[config.mk]
export PLATFORM = sky130hd
export DESIGN_NAME = psw_top
export DESIGN_NICKNAME = d
export VERILOG_FILES = /design/src/core/psw_pkg.sv /design/src/core/psw_report.sv /design/src/core/psw_top.sv
export VERILOG_INCLUDE_DIRS = /design/src /design/src/core
export SDC_FILE = /design/constraint.sdc
export NUM_CORES = 1
export LEC_CHECK = 0
export BUFFER_PORTS_ARGS = -buffer_cell sky130_fd_sc_hd__buf_2
export CORE_MARGIN = 2
export CORE_UTILIZATION = 55
export CTS_BUF_LIST = sky130_fd_sc_hd__clkbuf_4 sky130_fd_sc_hd__clkbuf_8
export DETAILED_ROUTE_END_ITERATION = 6
export PLACE_DENSITY = 0.95
export SKIP_LAST_GASP = 1
export SLEW_MARGIN = 40
export SYNTH_ARGS = -nofsm -noshare
export SYNTH_HDL_FRONTEND = slang
export SYNTH_SLANG_ARGS = --single-unit
[constraint.sdc]
create_clock -name CLOCK -period 4.74 [get_ports CLOCK]
set_input_delay 0.237 -clock CLOCK [delete_from_list [all_inputs] [get_ports CLOCK]]
set_output_delay 0.237 -clock CLOCK [all_outputs]
set_load 0.05 [all_outputs]
[src/core/psw_defs.svh]
// register indexes, field positions and reset values of the phy select / wakeup block
`ifndef PSW_DEFS_SVH
`define PSW_DEFS_SVH
`define PSW_IDX_PHYADDR   8'h19
`define PSW_IDX_MONSTAT   8'h1C
`define PSW_IDX_MONCTL    8'h1D
`define PSW_IDX_SELSTAT   8'h21
`define PSW_IDX_SELCTL    8'h22
`define PSW_IDX_EECFG     8'h30
`define PSW_IDX_EEPHY     8'h31
`define PSW_IDX_USBCTL    8'h32
`define PSW_IDX_WAKESTAT  8'h33
`define PSW_IDX_RPT0      8'h34
`define PSW_IDX_RPT1      8'h35
`define PSW_SEL_CHOICE_BIT 0
`define PSW_SEL_AUTO_BIT   1
`define PSW_MON_MONITOR_BIT 0
`define PSW_MON_LINK_BIT    1
`define PSW_MON_MAGIC_BIT   2
`define PSW_EE_WAKE_BIT     16
`define PSW_USB_RWFEAT_BIT  0
`define PSW_RST_CHOICE  1'b1
`define PSW_RST_AUTO    1'b1
`define PSW_RST_LINKW   1'b0
`define PSW_RST_MAGICW  1'b0
`define PSW_RST_PINS    5'h10
`define PSW_PIN_EMB   0
`define PSW_PIN_PRI   1
`define PSW_PIN_SEC   2
`define PSW_PIN_IRQ   3
`define PSW_PIN_EXTW  4
`define PSW_RPT_HEAD  8'hA1
`define PSW_ST_PRI    0
`define PSW_ST_SEC    1
`define PSW_ST_LENERR 2
`define PSW_ST_IRQ    3
`endif

[src/core/psw_pkg.sv]
// types of the phy select / wakeup block
package psw_pkg;
  typedef enum logic [2:0] {
    PSW_RUN  = 3'b001,
    PSW_SUSP = 3'b010,
    PSW_WAKE = 3'b100
  } psw_wake_state_t;

  typedef struct packed {
    logic [4:0]      sync1;
    logic [4:0]      sync2;
    logic [4:0]      sync3;
    logic            choice;
    logic            auto_sel;
    logic            monitor;
    logic            link_wen;
    logic            magic_wen;
    logic [16:0]     ee_cfg;
    logic [15:0]     ee_phy;
    logic            rw_feat;
    psw_wake_state_t st;
    logic [1:0]      saved_mode;
    logic            use_emb;
    logic            monitor_out;
    logic            suspended;
    logic            remote_wake;
    logic [2:0]      wake_cause;
    logic [7:0]      wake_count;
    logic            pready;
    logic            pslverr;
    logic [31:0]     prdata;
  } psw_top_state_t;

  typedef struct packed {
    logic        len_err;
    logic [63:0] report;
  } psw_rpt_state_t;
endpackage

[src/core/psw_report.sv]
// interrupt endpoint report assembler
`timescale 1ns/1ps
`include "psw_defs.svh"
module psw_report (
  input  wire logic        clock,
  input  wire logic        srst,
  input  wire logic        pri_link,
  input  wire logic        sec_link,
  input  wire logic        irq_level,
  input  wire logic        len_check,
  input  wire logic        len_bad,
  input  wire logic [15:0] reg_hi_val,
  input  wire logic [15:0] reg_lo_val,
  output logic      [63:0] report
);
  psw_pkg::psw_rpt_state_t q;
  psw_pkg::psw_rpt_state_t d;
  logic [7:0]              status;

  always_comb
  begin
    d = q;
    // each length check replaces the previous verdict
    if (len_check)
    begin
      d.len_err = len_bad;
    end
    status                     = 8'h00;
    status[`PSW_ST_PRI]        = pri_link;
    status[`PSW_ST_SEC]        = sec_link;
    status[`PSW_ST_LENERR]     = d.len_err;
    status[`PSW_ST_IRQ]        = irq_level;
    d.report = {`PSW_RPT_HEAD, 8'h00, status, 8'h00,
                reg_hi_val,
                reg_lo_val};
  end

  always_ff @(posedge clock)
  begin
    if (srst)
    begin
      q <= '{len_err: 1'b0, report: {`PSW_RPT_HEAD, 56'h0}};
    end
    else
    begin
      q <= d;
    end
  end

  assign report = q.report;
endmodule // psw_report

[src/core/psw_top.sv]
// phy selection, remote wakeup control and status report with apb registers
//
// Overview of operation
// - manual mode: phy_choice 1 picks embedded phy, 0 external mii phy; resets to 1
// - auto_choice 1 (reset value) selects by embedded link, ignoring phy_choice
// - auto_choice 0 selects using phy_choice only
// - controls written at 22h, read back at 21h; bit0 choice, bit1 auto
// - host resume always wakes a suspended device
// - after any wake the device resumes its pre-suspend operating mode
// - device wake only if wake_allow and host remote wakeup feature both set
// - permitted, magic_wake_en 1 and link_wake_en 0: magic packet wakes
// - permitted: link-up on either phy wakes if link_wake_en; ext_wake_n falling edge always
// - report is 8 bytes: A1, 00, status, 00, two phy register values
// - status bit0 shows primary phy link state
// - status bit1 shows secondary phy link state
// - status bit2 shows bulk out length parity error
// - status bit3 mirrors phy interrupt pin level
// - bytes five and six carry primary register named by word 0Fh high byte
// - bytes seven and eight carry primary register named by word 0Fh low byte
// - status bits 7 to 4 carry nothing
// - link_wake_en bit1, magic_wake_en bit2 of 1Dh, both reset to 0
// - primary and secondary phy addresses come from eeprom word 11h
`timescale 1ns/1ps
`include "psw_defs.svh"
module psw_top (
  input  wire logic        CLOCK,
  input  wire logic        SRST,
  input  wire logic        PSEL,
  input  wire logic        PENABLE,
  input  wire logic        PWRITE,
  input  wire logic [9:0]  PADDR,
  input  wire logic [31:0] PWDATA,
  output logic             PREADY,
  output logic      [31:0] PRDATA,
  output logic             PSLVERR,
  input  wire logic        USB_SUSPEND,
  input  wire logic        HOST_RESUME,
  input  wire logic        MAGIC_PKT,
  input  wire logic        LEN_CHECK,
  input  wire logic        LEN_PARITY_BAD,
  input  wire logic [15:0] PRI_REG_HI_VAL,
  input  wire logic [15:0] PRI_REG_LO_VAL,
  input  wire logic        LINK_EMB,
  input  wire logic        LINK_PRI,
  input  wire logic        LINK_SEC,
  input  wire logic        PHY_IRQ,
  input  wire logic        EXT_WAKE_N,
  output logic             USE_EMB_PHY,
  output logic             MONITOR_MODE,
  output logic             SUSPENDED,
  output logic             REMOTE_WAKE,
  output logic      [63:0] REPORT,
  output logic      [7:0]  PRI_REG_HI_IDX,
  output logic      [7:0]  PRI_REG_LO_IDX,
  output logic      [7:0]  PRI_PHY_ADDR,
  output logic      [7:0]  SEC_PHY_ADDR
);
  psw_pkg::psw_top_state_t q;
  psw_pkg::psw_top_state_t d;
  logic [7:0]              idx;
  logic                    acc_first;
  logic                    wr_now;
  logic                    mapped;
  logic [31:0]             rd_mux;
  logic                    link_pri_s;
  logic                    link_sec_s;
  logic                    link_emb_s;
  logic                    irq_s;
  logic                    pri_rise;
  logic                    sec_rise;
  logic                    extw_fall;
  logic                    dev_ok;
  logic                    ev_magic;
  logic                    ev_link;
  logic                    ev_ext;
  logic                    live_emb;
  logic [63:0]             report_w;

  // second synchroniser stage feeds all logic, third stage gives edges
  assign link_emb_s = q.sync2[`PSW_PIN_EMB];
  assign link_pri_s = q.sync2[`PSW_PIN_PRI];
  assign link_sec_s = q.sync2[`PSW_PIN_SEC];
  assign irq_s      = q.sync2[`PSW_PIN_IRQ];
  assign pri_rise   = q.sync2[`PSW_PIN_PRI] & ~q.sync3[`PSW_PIN_PRI];
  assign sec_rise   = q.sync2[`PSW_PIN_SEC] & ~q.sync3[`PSW_PIN_SEC];
  assign extw_fall  = ~q.sync2[`PSW_PIN_EXTW] & q.sync3[`PSW_PIN_EXTW];

  // wake sources
  assign dev_ok   = q.ee_cfg[`PSW_EE_WAKE_BIT] & q.rw_feat;
  assign ev_magic = dev_ok & q.magic_wen & ~q.link_wen & MAGIC_PKT;
  assign ev_link  = dev_ok & q.link_wen & (pri_rise | sec_rise);
  assign ev_ext   = dev_ok & extw_fall;

  // phy selection from live controls
  assign live_emb = q.auto_sel ? link_emb_s
                               : q.choice;

  // apb decode: one wait state, write lands on the completing edge
  assign idx       = PADDR[9:2];
  assign acc_first = PSEL & PENABLE & ~q.pready;
  assign wr_now    = PSEL & PENABLE & q.pready & PWRITE & ~q.pslverr;

  always_comb
  begin
    mapped = 1'b1;
    rd_mux = 32'h0000_0000;
    unique case (idx)
      `PSW_IDX_PHYADDR:
      begin
        rd_mux = {16'h0000, q.ee_phy};
      end
      `PSW_IDX_MONSTAT:
      begin
        rd_mux = {29'h0000_0000, q.magic_wen, q.link_wen, q.monitor};
      end
      `PSW_IDX_SELSTAT:
      begin
        rd_mux = {30'h0000_0000, q.auto_sel, q.choice};
      end
      `PSW_IDX_EECFG:
      begin
        rd_mux = {15'h0000, q.ee_cfg};
      end
      `PSW_IDX_EEPHY:
      begin
        rd_mux = {16'h0000, q.ee_phy};
      end
      `PSW_IDX_USBCTL:
      begin
        rd_mux = {31'h0000_0000, q.rw_feat};
      end
      `PSW_IDX_WAKESTAT:
      begin
        rd_mux = {16'h0000, q.wake_count, 1'b0, q.wake_cause, q.use_emb,
                  q.st};
      end
      `PSW_IDX_RPT0:
      begin
        rd_mux = report_w[63:32];
      end
      `PSW_IDX_RPT1:
      begin
        rd_mux = report_w[31:0];
      end
      `PSW_IDX_MONCTL, `PSW_IDX_SELCTL:
      begin
        rd_mux = 32'h0000_0000;
      end
      default:
      begin
        mapped = 1'b0;
      end
    endcase
  end

  always_comb
  begin
    d = q;
    d.sync1 = {EXT_WAKE_N, PHY_IRQ, LINK_SEC, LINK_PRI, LINK_EMB};
    d.sync2 = q.sync1;
    d.sync3 = q.sync2;

    // bus answer
    d.pready  = acc_first;
    d.pslverr = acc_first & (~mapped | (PWRITE & (idx == `PSW_IDX_SELSTAT ||
                idx == `PSW_IDX_PHYADDR || idx == `PSW_IDX_MONSTAT ||
                idx == `PSW_IDX_WAKESTAT || idx == `PSW_IDX_RPT0 ||
                idx == `PSW_IDX_RPT1)));
    d.prdata  = (acc_first & ~PWRITE & mapped) ? rd_mux : 32'h0000_0000;

    // register writes
    if (wr_now)
    begin
      unique case (idx)
        `PSW_IDX_SELCTL:
        begin
          d.choice   = PWDATA[`PSW_SEL_CHOICE_BIT];
          d.auto_sel = PWDATA[`PSW_SEL_AUTO_BIT];
        end
        `PSW_IDX_MONCTL:
        begin
          d.monitor   = PWDATA[`PSW_MON_MONITOR_BIT];
          d.link_wen  = PWDATA[`PSW_MON_LINK_BIT];
          d.magic_wen = PWDATA[`PSW_MON_MAGIC_BIT];
        end
        `PSW_IDX_EECFG:
        begin
          d.ee_cfg = PWDATA[16:0];
        end
        `PSW_IDX_EEPHY:
        begin
          d.ee_phy = PWDATA[15:0];
        end
        `PSW_IDX_USBCTL:
        begin
          d.rw_feat = PWDATA[`PSW_USB_RWFEAT_BIT];
        end
        default:
        begin
        end
      endcase
    end

    // suspend / wake sequencing
    d.remote_wake = 1'b0;
    unique case (q.st)
      psw_pkg::PSW_RUN:
      begin
        d.use_emb     = live_emb;
        d.monitor_out = q.monitor;
        if (USB_SUSPEND)
        begin
          d.st         = psw_pkg::PSW_SUSP;
          d.suspended  = 1'b1;
          d.saved_mode = {q.monitor, live_emb};
        end
      end
      psw_pkg::PSW_SUSP:
      begin
        if (HOST_RESUME || !USB_SUSPEND)
        begin
          d.st         = psw_pkg::PSW_RUN;
          d.suspended  = 1'b0;
          d.wake_cause = 3'h0;
          d.use_emb     = q.saved_mode[0];
          d.monitor_out = q.saved_mode[1];
        end
        else if (ev_magic || ev_link || ev_ext)
        begin
          d.st          = psw_pkg::PSW_WAKE;
          d.remote_wake = 1'b1;
          d.wake_cause  = {ev_ext, ev_link, ev_magic};
          d.wake_count  = q.wake_count + 8'h01;
        end
      end
      psw_pkg::PSW_WAKE:
      begin
        // further events are ignored until the host answers the resume
        if (!USB_SUSPEND || HOST_RESUME)
        begin
          d.st          = psw_pkg::PSW_RUN;
          d.suspended   = 1'b0;
          d.use_emb     = q.saved_mode[0];
          d.monitor_out = q.saved_mode[1];
        end
      end
    endcase
  end

  always_ff @(posedge CLOCK)
  begin
    if (SRST)
    begin
      q <= '{sync1:     `PSW_RST_PINS,
             sync2:     `PSW_RST_PINS,
             sync3:     `PSW_RST_PINS,
             choice:    `PSW_RST_CHOICE,
             auto_sel:  `PSW_RST_AUTO,
             link_wen:  `PSW_RST_LINKW,
             magic_wen: `PSW_RST_MAGICW,
             st:        psw_pkg::PSW_RUN,
             use_emb:   `PSW_RST_CHOICE,
             default:   '0};
    end
    else
    begin
      q <= d;
    end
  end

  psw_report u_report (
    .clock      (CLOCK),
    .srst       (SRST),
    .pri_link   (link_pri_s),
    .sec_link   (link_sec_s),
    .irq_level  (irq_s),
    .len_check  (LEN_CHECK),
    .len_bad    (LEN_PARITY_BAD),
    .reg_hi_val (PRI_REG_HI_VAL),
    .reg_lo_val (PRI_REG_LO_VAL),
    .report     (report_w)
  );

  assign PREADY         = q.pready;
  assign PRDATA         = q.prdata;
  assign PSLVERR        = q.pslverr;
  assign USE_EMB_PHY    = q.use_emb;
  assign MONITOR_MODE   = q.monitor_out;
  assign SUSPENDED      = q.suspended;
  assign REMOTE_WAKE    = q.remote_wake;
  assign REPORT         = report_w;
  assign PRI_REG_HI_IDX = q.ee_cfg[15:8];
  assign PRI_REG_LO_IDX = q.ee_cfg[7:0];
  assign PRI_PHY_ADDR   = q.ee_phy[7:0];
  assign SEC_PHY_ADDR   = q.ee_phy[15:8];
endmodule // psw_top

# Word-level counts from Yosys, hierarchy flattened
# Index checks and enable logic that the tools add are counted.
[classes] n_addsub=1 n_eq_ne=18 mux=14 bitwise_logic=32 reduce_logical=25
[ops] op="32-bit one-hot mux with 8 select lines" n=1
[ops] op="8-bit by 6-bit == test with 1-bit output (second input constant)" n=8
[ops] op="8-bit by 5-bit == test with 1-bit output (second input constant)" n=3
[ops] op="1-bit AND" n=19
[ops] op="2-bit AND reduction" n=8
[ops] op="3-bit 2-to-1 mux" n=5
[ops] op="12-bit 2-to-1 mux" n=1
[ops] op="1-bit NOT" n=11
[ops] op="11-bit OR reduction" n=1
[ops] op="3-bit one-hot mux with 3 select lines" n=1
[ops] op="8-bit by 1-bit adder with 8-bit output (second input constant)" n=1
[ops] op="1-bit logical OR" n=8
[ops] op="3-bit one-hot mux with 2 select lines" n=1
[ops] op="3-bit AND reduction" n=2
[ops] op="2-bit OR reduction" n=3
[ops] op="5-bit 2-to-1 mux" n=1
[ops] op="1-bit 2-to-1 mux" n=4
[ops] op="2-bit != test (second input constant)" n=2
[ops] op="3-bit by 1-bit == test with 1-bit output (second input constant)" n=1
[ops] op="3-bit by 2-bit == test with 1-bit output (second input constant)" n=1
[ops] op="3-bit == test (second input constant)" n=1
[ops] op="3-bit != test (second input constant)" n=1
[ops] op="3-bit OR reduction" n=1
[ops] op="2-bit by 1-bit != test with 1-bit output (second input constant)" n=1
[ops] op="other kinds (3)" n=4
[totals] ff_bits=173 inputBits=89 output_inout_bits=134 word_cells=115

# Depth between registers and ports, before layout
# Gate-level depths: netlist of run 1.
[depth] depth_word=9 mapped_depth=9

# Hierarchy
# Synthesis of run 1 repeated with hierarchy kept, for this count alone.
[hier_totals] cells_unflattened=678 hier_area_um2=6206.0
[by_module_without_submodules] module="psw_top" instances=1 cells_per_inst=572 area_per_inst_um2=4997.3 seq_area_each_um2=2122.0
[by_module_without_submodules] module="psw_report" instances=1 cells_per_inst=106 area_per_inst_um2=1208.7 seq_area_each_um2=720.7

# Least setup slack after synthesis of run 1
# Ideal clock, no wire load.
[synth_path] path_kind="reg2reg" startpoint="register q, in the netlist PREADY" endpoint="register q, in the netlist PRI_PHY_ADDR[5]" setup_time_ns=0.128 arrival_time_ns=1.746 slack_ns=2.866 path_stages_with_launch=7 path_cell_list="dfxtp_1 -> nand4_1 -> nor3_2 -> nand2_2 -> buf_4 -> mux2i_1 -> nor2_1"
[synth_between] elab_chain_cells=4
[synth_rtl] element="start, declared" line_no="psw_top.sv:58" rtl="psw_pkg::psw_top_state_t q;"
[synth_rtl] element="start signal, assigned" line_no="psw_top.sv:254" rtl="q <= '{sync1: `PSW_RST_PINS,"
[synth_rtl] element="1-bit AND (3 in a row)" line_no="psw_top.sv:101" rtl="assign wr_now = PSEL & PENABLE & q.pready & PWRITE & ~q.pslverr;"
[synth_rtl] element="2-bit AND reduction (no source line)"
# No other way between the ends.
# A chain may end at the register's enable or synchronous reset.

# Final worst setup path of run 1
[layout_path] startpoint="input PADDR[9]" endpoint="register q, in the netlist PRI_REG_LO_IDX[6]"
[layout_between] elab_chain_cells=2
[layout_rtl] element="start, declared" line_no="psw_top.sv:31" rtl="input wire logic [9:0] PADDR,"
[layout_rtl] element="8-bit by 6-bit == test with 1-bit output" line_no="psw_top.sv:174" rtl="unique case (idx)"
[layout_rtl] element="2-bit AND reduction (no source line)"
# No other way between the ends.

==> metrics.cfg, run 1 <==
[route]
detail_route.vias_per_cell=5.42
drc=0
ant_nets=0
dr.first_iter.drc_count=628
dr.pass1.iters=6
route.final.wire_length_mm=15.4
wl_per_cell_um=16.8
routed-via-count=4970

[sta]
setup_tns_ns=0
finalWorstSetupSlack_ns=2.60
setup_violations=0
clock-skew-final_ns=0.0125
worst_slew_margin_rel_pct=44.5
min_period_over_period_pct=45.1
tightest_slew_ns=0.830
grt_setup_unrepaired=false
slew_viol_final=0
timing.fmax_mhz=468
worst_hold_slack_after_final_layout_ns=0.0126
finalHoldViolCount=0
period_needed_ns=2.14

[power_and_ir_drop]
total_leakage_power_uw=0.00320
vdd.ir_drop.worst_mv=0.194
p_per_area_nw_per_um2=351

[placement]
numPortBuffers=177
dp_cells=867
place_hpwl_mm=10.7
dp_worst_setup_slack_ns=2.14
gpl.final_weighted_congestion=0.942

[yosys]
post_synth_instance_area_um2=6040
share_of_the_yosys_chip_area_belonging_to_registers_pct=46.4
synth-main-ff-cell=dfxtp_1
postSynthAreaPerCell_um2=9.37
warnings_from_yosys=0
post_synth_inst_count=645
yosys.cell_types.count=58
synth-seq-cells=140
number_of_enable_type_register_cells_in_the_synthesized_netlist=0
postSynth.asyncResetShare_pct=0

[critical_path]
cp-start-kind=primary input
cp_data_arrival_time_ns=2.49
cp-end-kind=flop
setup.worst_path.class=primary input to flop
crit_path_max_fo=17
required_ns=5.10

[global_route]
grt_first_pass_wirelength_mm=22.7
maximum_number_of_pins_on_one_net_before_global_route_repair=75
grt_use_met1_pct=30.7
globalRouteMet3Util_pct=6.10
grt.overflow.total=0
grt_use_met2_pct=43.6
number_of_global_route_vias_before_repair=4509
gr-usage-all-layers_pct=25.5
grt_antenna_before_repair=0
gr_busiest_metal=met2

[layout]
num_antenna_cells=0
design.final.nets=854
fraction_of_layout_instances_using_a_drive_strength_above_1_pct=31.9
final_core_util_pct=64.8
layout-area-overhead-vs-synth_pct=15.7
layout.cells.non_filler=917

[clocking]
root_cell_of_the_clock_tree=clkbuf_8
cts-root-to-sink-buffers=2
cts-buffers-inserted=17
cts_htree_levels=4
numClockSinks=140
cts_tree=done
postCtsSetupRepairBufs=0
path_clk_slew_ns=0.08
clk-insertion-delay-late_ns=0.44

[floorplanning]
coreArea_um2=10800
dieHeight_um=109
initial_utilization_pct=56.0
fp.dieArea_um2=11800
number_of_core_rows=38
top_level_ports=223
dieWidth_um=109

[outcome]
outcome=finished, final reports clean

[min_path]
hold_path_class=primary input to flop

[job]
cap_violations=0

state kept, by name, indices dropped and copies added, names as in the netlist:
signal / flops
d: 10
PRI_REG_HI_IDX: 8
q: 27
SUSPENDED: 1
PRI_PHY_ADDR: 8
USE_EMB_PHY: 1
SEC_PHY_ADDR: 8
u_report.report: 33
MONITOR_MODE: 1
REMOTE_WAKE: 1
PSLVERR: 1
PREADY: 1
PRDATA: 32
PRI_REG_LO_IDX: 8
what timing repair did:
item	CTS	global route
hold buffers	17	1
hold endpoints to repair	17	1
resized for setup	0	0
metrics by stage:
stage | cell area (um2) | total power, uW
after floorplan | 6140 | 1430
final | 6990 | 2450
after CTS | 6970 | 2460
after global routing | 6990 | 2540
after global placement | 6370 | 1480
after detailed placement | 6400 | 1480
cell type report:
class,count,area [um2]
Tap cell,140,175
Clock buffer,18,248
Multi-Input combinational cell,399,2470
Sequential cell,140,2800
Timing Repair Buffer,200,1110
Inverter,6,22.5
Fill cell,843,3800
Clock inverter,14,159
final timing paths:
path / slack (ns) / to / depth (start not counted) / start
max reg2reg: 2.61 / PRDATA[6] / 7 / PREADY
max: 2.60 / PRI_REG_LO_IDX[6] / 7 / PADDR[9]
min reg2reg: 0.41 / d[97] / 1 / d[102]
min: 0.01 / u_report.report[26] / 2 / PRI_REG_HI_VAL[10]
metal layers:
metal	vias to the layer above	wire, um
li1	2331	-
met1	2334	6120
met2	279	7650
met3	26	1350
met4	0	296
met5	-	0
cell usage in the layout (no fill, tap or decap), drive strengths merged, types with 10 or more instances in the layout:
master and instances:
a21oi 35, a22oi 13, and3 15, buf 182, clkbuf 18, conb 28, dfxtp 140, dlygate4sd3 18
inv 11, mux2i 25, nand2 58, nand2b 11, nand3 10, nor2 53, nor2b 47, nor3 14
cell usage after synthesis (3+ instances only):
cell | instances | area [um2]
dfxtp_1 | 140 | 2800
buf_4 | 100 | 751
nand2_1 | 55 | 206
nor2_1 | 53 | 199
nor2b_1 | 47 | 294
a21oi_1 | 34 | 170
mux2i_1 | 25 | 250
clkbuf_1 | 17 | 63.8
and3_1 | 15 | 93.8
a22oi_1 | 13 | 97.6
nand3_1 | 10 | 50.1
a222oi_1 | 9 | 90.1
a22o_1 | 9 | 78.8
nand2b_1 | 9 | 56.3
o21ai_0 | 9 | 45.0
mux2_2 | 7 | 78.8
nor3_1 | 7 | 35.0
buf_2 | 6 | 30.0
inv_1 | 5 | 18.8
nor3_2 | 5 | 50.1
or2_2 | 5 | 31.3
or3_1 | 5 | 31.3
nand4_1 | 4 | 25.0
a31oi_1 | 3 | 18.8
a32o_1 | 3 | 30.0
and2_1 | 3 | 18.8
nand2_2 | 3 | 18.8
o31ai_1 | 3 | 22.5
or4_1 | 3 | 22.5
xor2_1 | 3 | 26.3
critical path: stages:
cell and delay [ns]:
buf_2 0.14, nor3_2 0.17, buf_4 0.25, and3_1 0.67
and2_1 0.73, nand2_1 0.13, a21oi_1 0.16
power breakdown:
group | switching [uW] | leakage (uW) | total, uW | internal, uW
clock | 491 | 0.000183 | 981 | 491
sequential | 14.7 | 0.00114 | 1210 | 1200
combinational | 186 | 0.00187 | 258 | 71.8
kinds of logic after synthesis:
kind of cell / count (synthesis) / synth area share, %
and+or+nand+nor: 238 / 21.3
DFF: 140 / 46.4
buffers and inverters: 132 / 14.8
AOI/OAI and AO/OA: 96 / 11.2
muxes: 32 / 5.45
xor gates and xnor gates: 3 / 0.435
adders and majority gates: 2 / 0.373
other: 2 / 0.124
(Power assumes the default switching activity.)
==> run 2: changes to the inputs <==
--- a/config.mk
+++ b/config.mk
@@ -8,10 +8,10 @@
 export LEC_CHECK = 0
 export BUFFER_PORTS_ARGS = -buffer_cell sky130_fd_sc_hd__buf_2
 export CORE_MARGIN = 2
-export CORE_UTILIZATION = 55
+export CORE_UTILIZATION = 46
 export CTS_BUF_LIST = sky130_fd_sc_hd__clkbuf_4 sky130_fd_sc_hd__clkbuf_8
 export DETAILED_ROUTE_END_ITERATION = 6
-export PLACE_DENSITY = 0.95
+export PLACE_DENSITY = 0.87
 export SKIP_LAST_GASP = 1
 export SLEW_MARGIN = 40
 export SYNTH_ARGS = -nofsm -noshare
==> constraint.sdc (replaced) <==
create_clock -name CLOCK -period 1.82 [get_ports CLOCK]
set_input_delay 0.091 -clock CLOCK [delete_from_list [all_inputs] [get_ports CLOCK]]
set_output_delay 0.091 -clock CLOCK [all_outputs]
set_load 0.05 [all_outputs]
==> run 2 against run 1 <==
  * Routed wire length up 6.0%
  * Power rose to 2.6 times the previous value
  * Die area grew 19%
  * Final area grew 9.7%
  * Hold slack better by 0.028 ns
  * Largest power group unchanged
  * First-iteration DRC count decreased by 26%
  * Non-clock buffer count increased by 68
==> metrics.cfg, run 2 (same netlist as run 1, synthesis figures left out) <==
[critical_path]
setup.worst_path.class=flop to flop
timing.critical_path.slowest_cell_delay_ns=0.44
worst-r2r-setup-slack_ns=0.16
worst_r2r_src=q[87]
required_ns=2.20
critical_path.n_buffers_inverters=1
cp-start-kind=flop
cp_data_arrival_time_ns=2.04
cp_cell_sequence=nand2_2 -> nor3_4 -> o31ai_2 -> buf_4 -> or3_1 -> a21oi_1
crit_slowest_cell=dfxtp_1
crit_path_max_fo=11
cp-end-kind=flop
r2r-end=q[40]
critical-path-top-delay-family=simple AND/OR/NAND/NOR gates
r2r.worst_path.cells=6

[sta]
period_needed_ns=1.66
worst_slew_margin_rel_pct=48.3
tightest_slew_ns=0.775
worst_hold_slack_after_final_layout_ns=0.0410
clock-skew-final_ns=0.0141
setup_tns_ns=0
setup_violations=0
finalHoldViolCount=0
slew_viol_final=0
min_period_over_period_pct=91.4
timing.fmax_mhz=601
grt_setup_unrepaired=false

[floorplanning]
top_level_ports=223
number_of_core_rows=41
dieWidth_um=119
fp.dieArea_um2=14100
coreArea_um2=12700
dieHeight_um=119
initial_utilization_pct=47.5

[min_path]
hold_path.startpoint=HOST_RESUME
hold-path-cell-count=5
hold_path_endpoint=q[51]
hold_path_class=primary input to flop

[placement]
place_hpwl_mm=11.2
numPortBuffers=177
gpl.final_weighted_congestion=0.874

[global_route]
grt_first_pass_wirelength_mm=25.5
grt.overflow.total=0
gr-usage-all-layers_pct=23.2
grt_antenna_before_repair=0
maximum_number_of_pins_on_one_net_before_global_route_repair=105
number_of_global_route_vias_before_repair=5009

[clocking]
root_cell_of_the_clock_tree=clkbuf_8
clk-insertion-delay-late_ns=0.45
cts-buffers-inserted=17
path_clk_slew_ns=0.08
numClockSinks=140
cts_tree=done
cts-root-to-sink-buffers=2
cts_htree_levels=4

[route]
wl_per_cell_um=16.1
ant_nets=0
dr.first_iter.drc_count=466
dr.pass1.iters=5
drc=0
detail_route.vias_per_cell=5.01
routed-via-count=5097
route.final.wire_length_mm=16.3

[outcome]
outcome=finished, final reports clean

[layout]
number_of_flip_flops_under_the_largest_register_name=33
layout-area-overhead-vs-synth_pct=27.0
most_frequent_cells_in_the_layout=176 x buf_2, 139 x dfxtp_1, 60 x dlygate4sd3_1
fraction_of_layout_instances_using_a_drive_strength_above_1_pct=32.7
fillerInstances=1077
multi_input_comb_area_um2=2470
ff_latch_area_um2=2800
design.final.nets=922
layout_commonest_cell=buf_2
num_antenna_cells=0

[power_and_ir_drop]
p_seq_share_pct=49.2
power.switching_uw=1760
p_int_uw=4670
pwr-share-clk_pct=38.8
fraction_of_power_consumed_by_combinational_cells_pct=12.0
vdd.ir_drop.worst_mv=0.567
p_per_area_nw_per_um2=837
power.switching_fraction_pct=27.3
total_leakage_power_uw=0.00352
total_power_uw=6420

[job]
cap_violations=0

run 2: cell types whose count changed in the layout (fill, tap and decap cells not counted), moves of 3 or more:
cell           change
clkinv_4           +4
clkbuf_4           +3
buf_12             +3
buf_4             +25
clkinvlp_4         -6
dlygate4sd3_1     +42
run 2: layout make-up:
type / count / area share (%)
clock buffer: 20 / 3.34
inverter: 6 / 0.294
timing repair buffer: 268 / 22.9
sequential: 140 / 36.6
clock inverter: 12 / 1.81
multi-input combinational: 399 / 32.3
tap: 172 / 2.81
run 2: how the worst max path moves through the flow:
stage,slack (ns),end,depth (start not counted),from
CTS,0.05,q[39],6,q[87]
global route,0.02,q[38],6,q[87]
detailed placement,0.004,PRDATA[13],7,PADDR[4]
global placement,0.07,PRDATA[14],7,PADDR[4]
finish,0.16,q[40],6,q[87]
floorplan,0.14,PRI_PHY_ADDR[5],6,PREADY
run 2: power by group through the flow:
stage                     combinational, uW  sequential, uW  clock [uW]
after global routing                    813            3170        2670
after detailed placement                661            3230           0
after CTS                               762            3160        2530
after global placement                  654            3230           0
after floorplan                         349            3380           0
final                                   772            3160        2490
run 2: repair_timing:
item | 4_1_cts | 5_1_grt
hold buffers | 60 | 0
endpoints found under the setup margin | 0 | 5
buffers inserted | 0 | 1
resized for setup | 0 | 2
hold endpoints to repair | 81 | 0
run 2: routing by layer:
| metal | share of wire, % | wire length (um) | GRT usage [%] | up-vias |
|---|---|---|---|---|
| li1 | - | - | - | 2462 |
| met1 | 41 | 6750 | 27.4 | 2369 |
| met2 | 49 | 7920 | 39.3 | 224 |
| met3 | 7.3 | 1190 | 6.90 | 42 |
| met4 | 2.8 | 463 | 9.00 | 0 |
| met5 | 0 | 0 | 0 | - |
run 2: worst reg2reg max path, cell delays in order (launching register included):
cell,delay (ns)
dfxtp_1,0.44
nand2_2,0.13
nor3_4,0.24
o31ai_2,0.11
buf_4,0.19
or3_1,0.35
a21oi_1,0.14
run 2: through the flow:
stage / instances / utilization, % / worst slack [ns] / instance area, um2
finish: 1017 / 60.3 / 0.157 / 7670
global placement: 924 / 52.3 / 0.0700 / 6660
CTS: 1016 / 60.1 / 0.0542 / 7650
floorplan: 671 / - / 0.141 / 6140
global route: 1017 / 60.3 / 0.0213 / 7670
detailed placement: 924 / 52.3 / 0.00362 / 6660
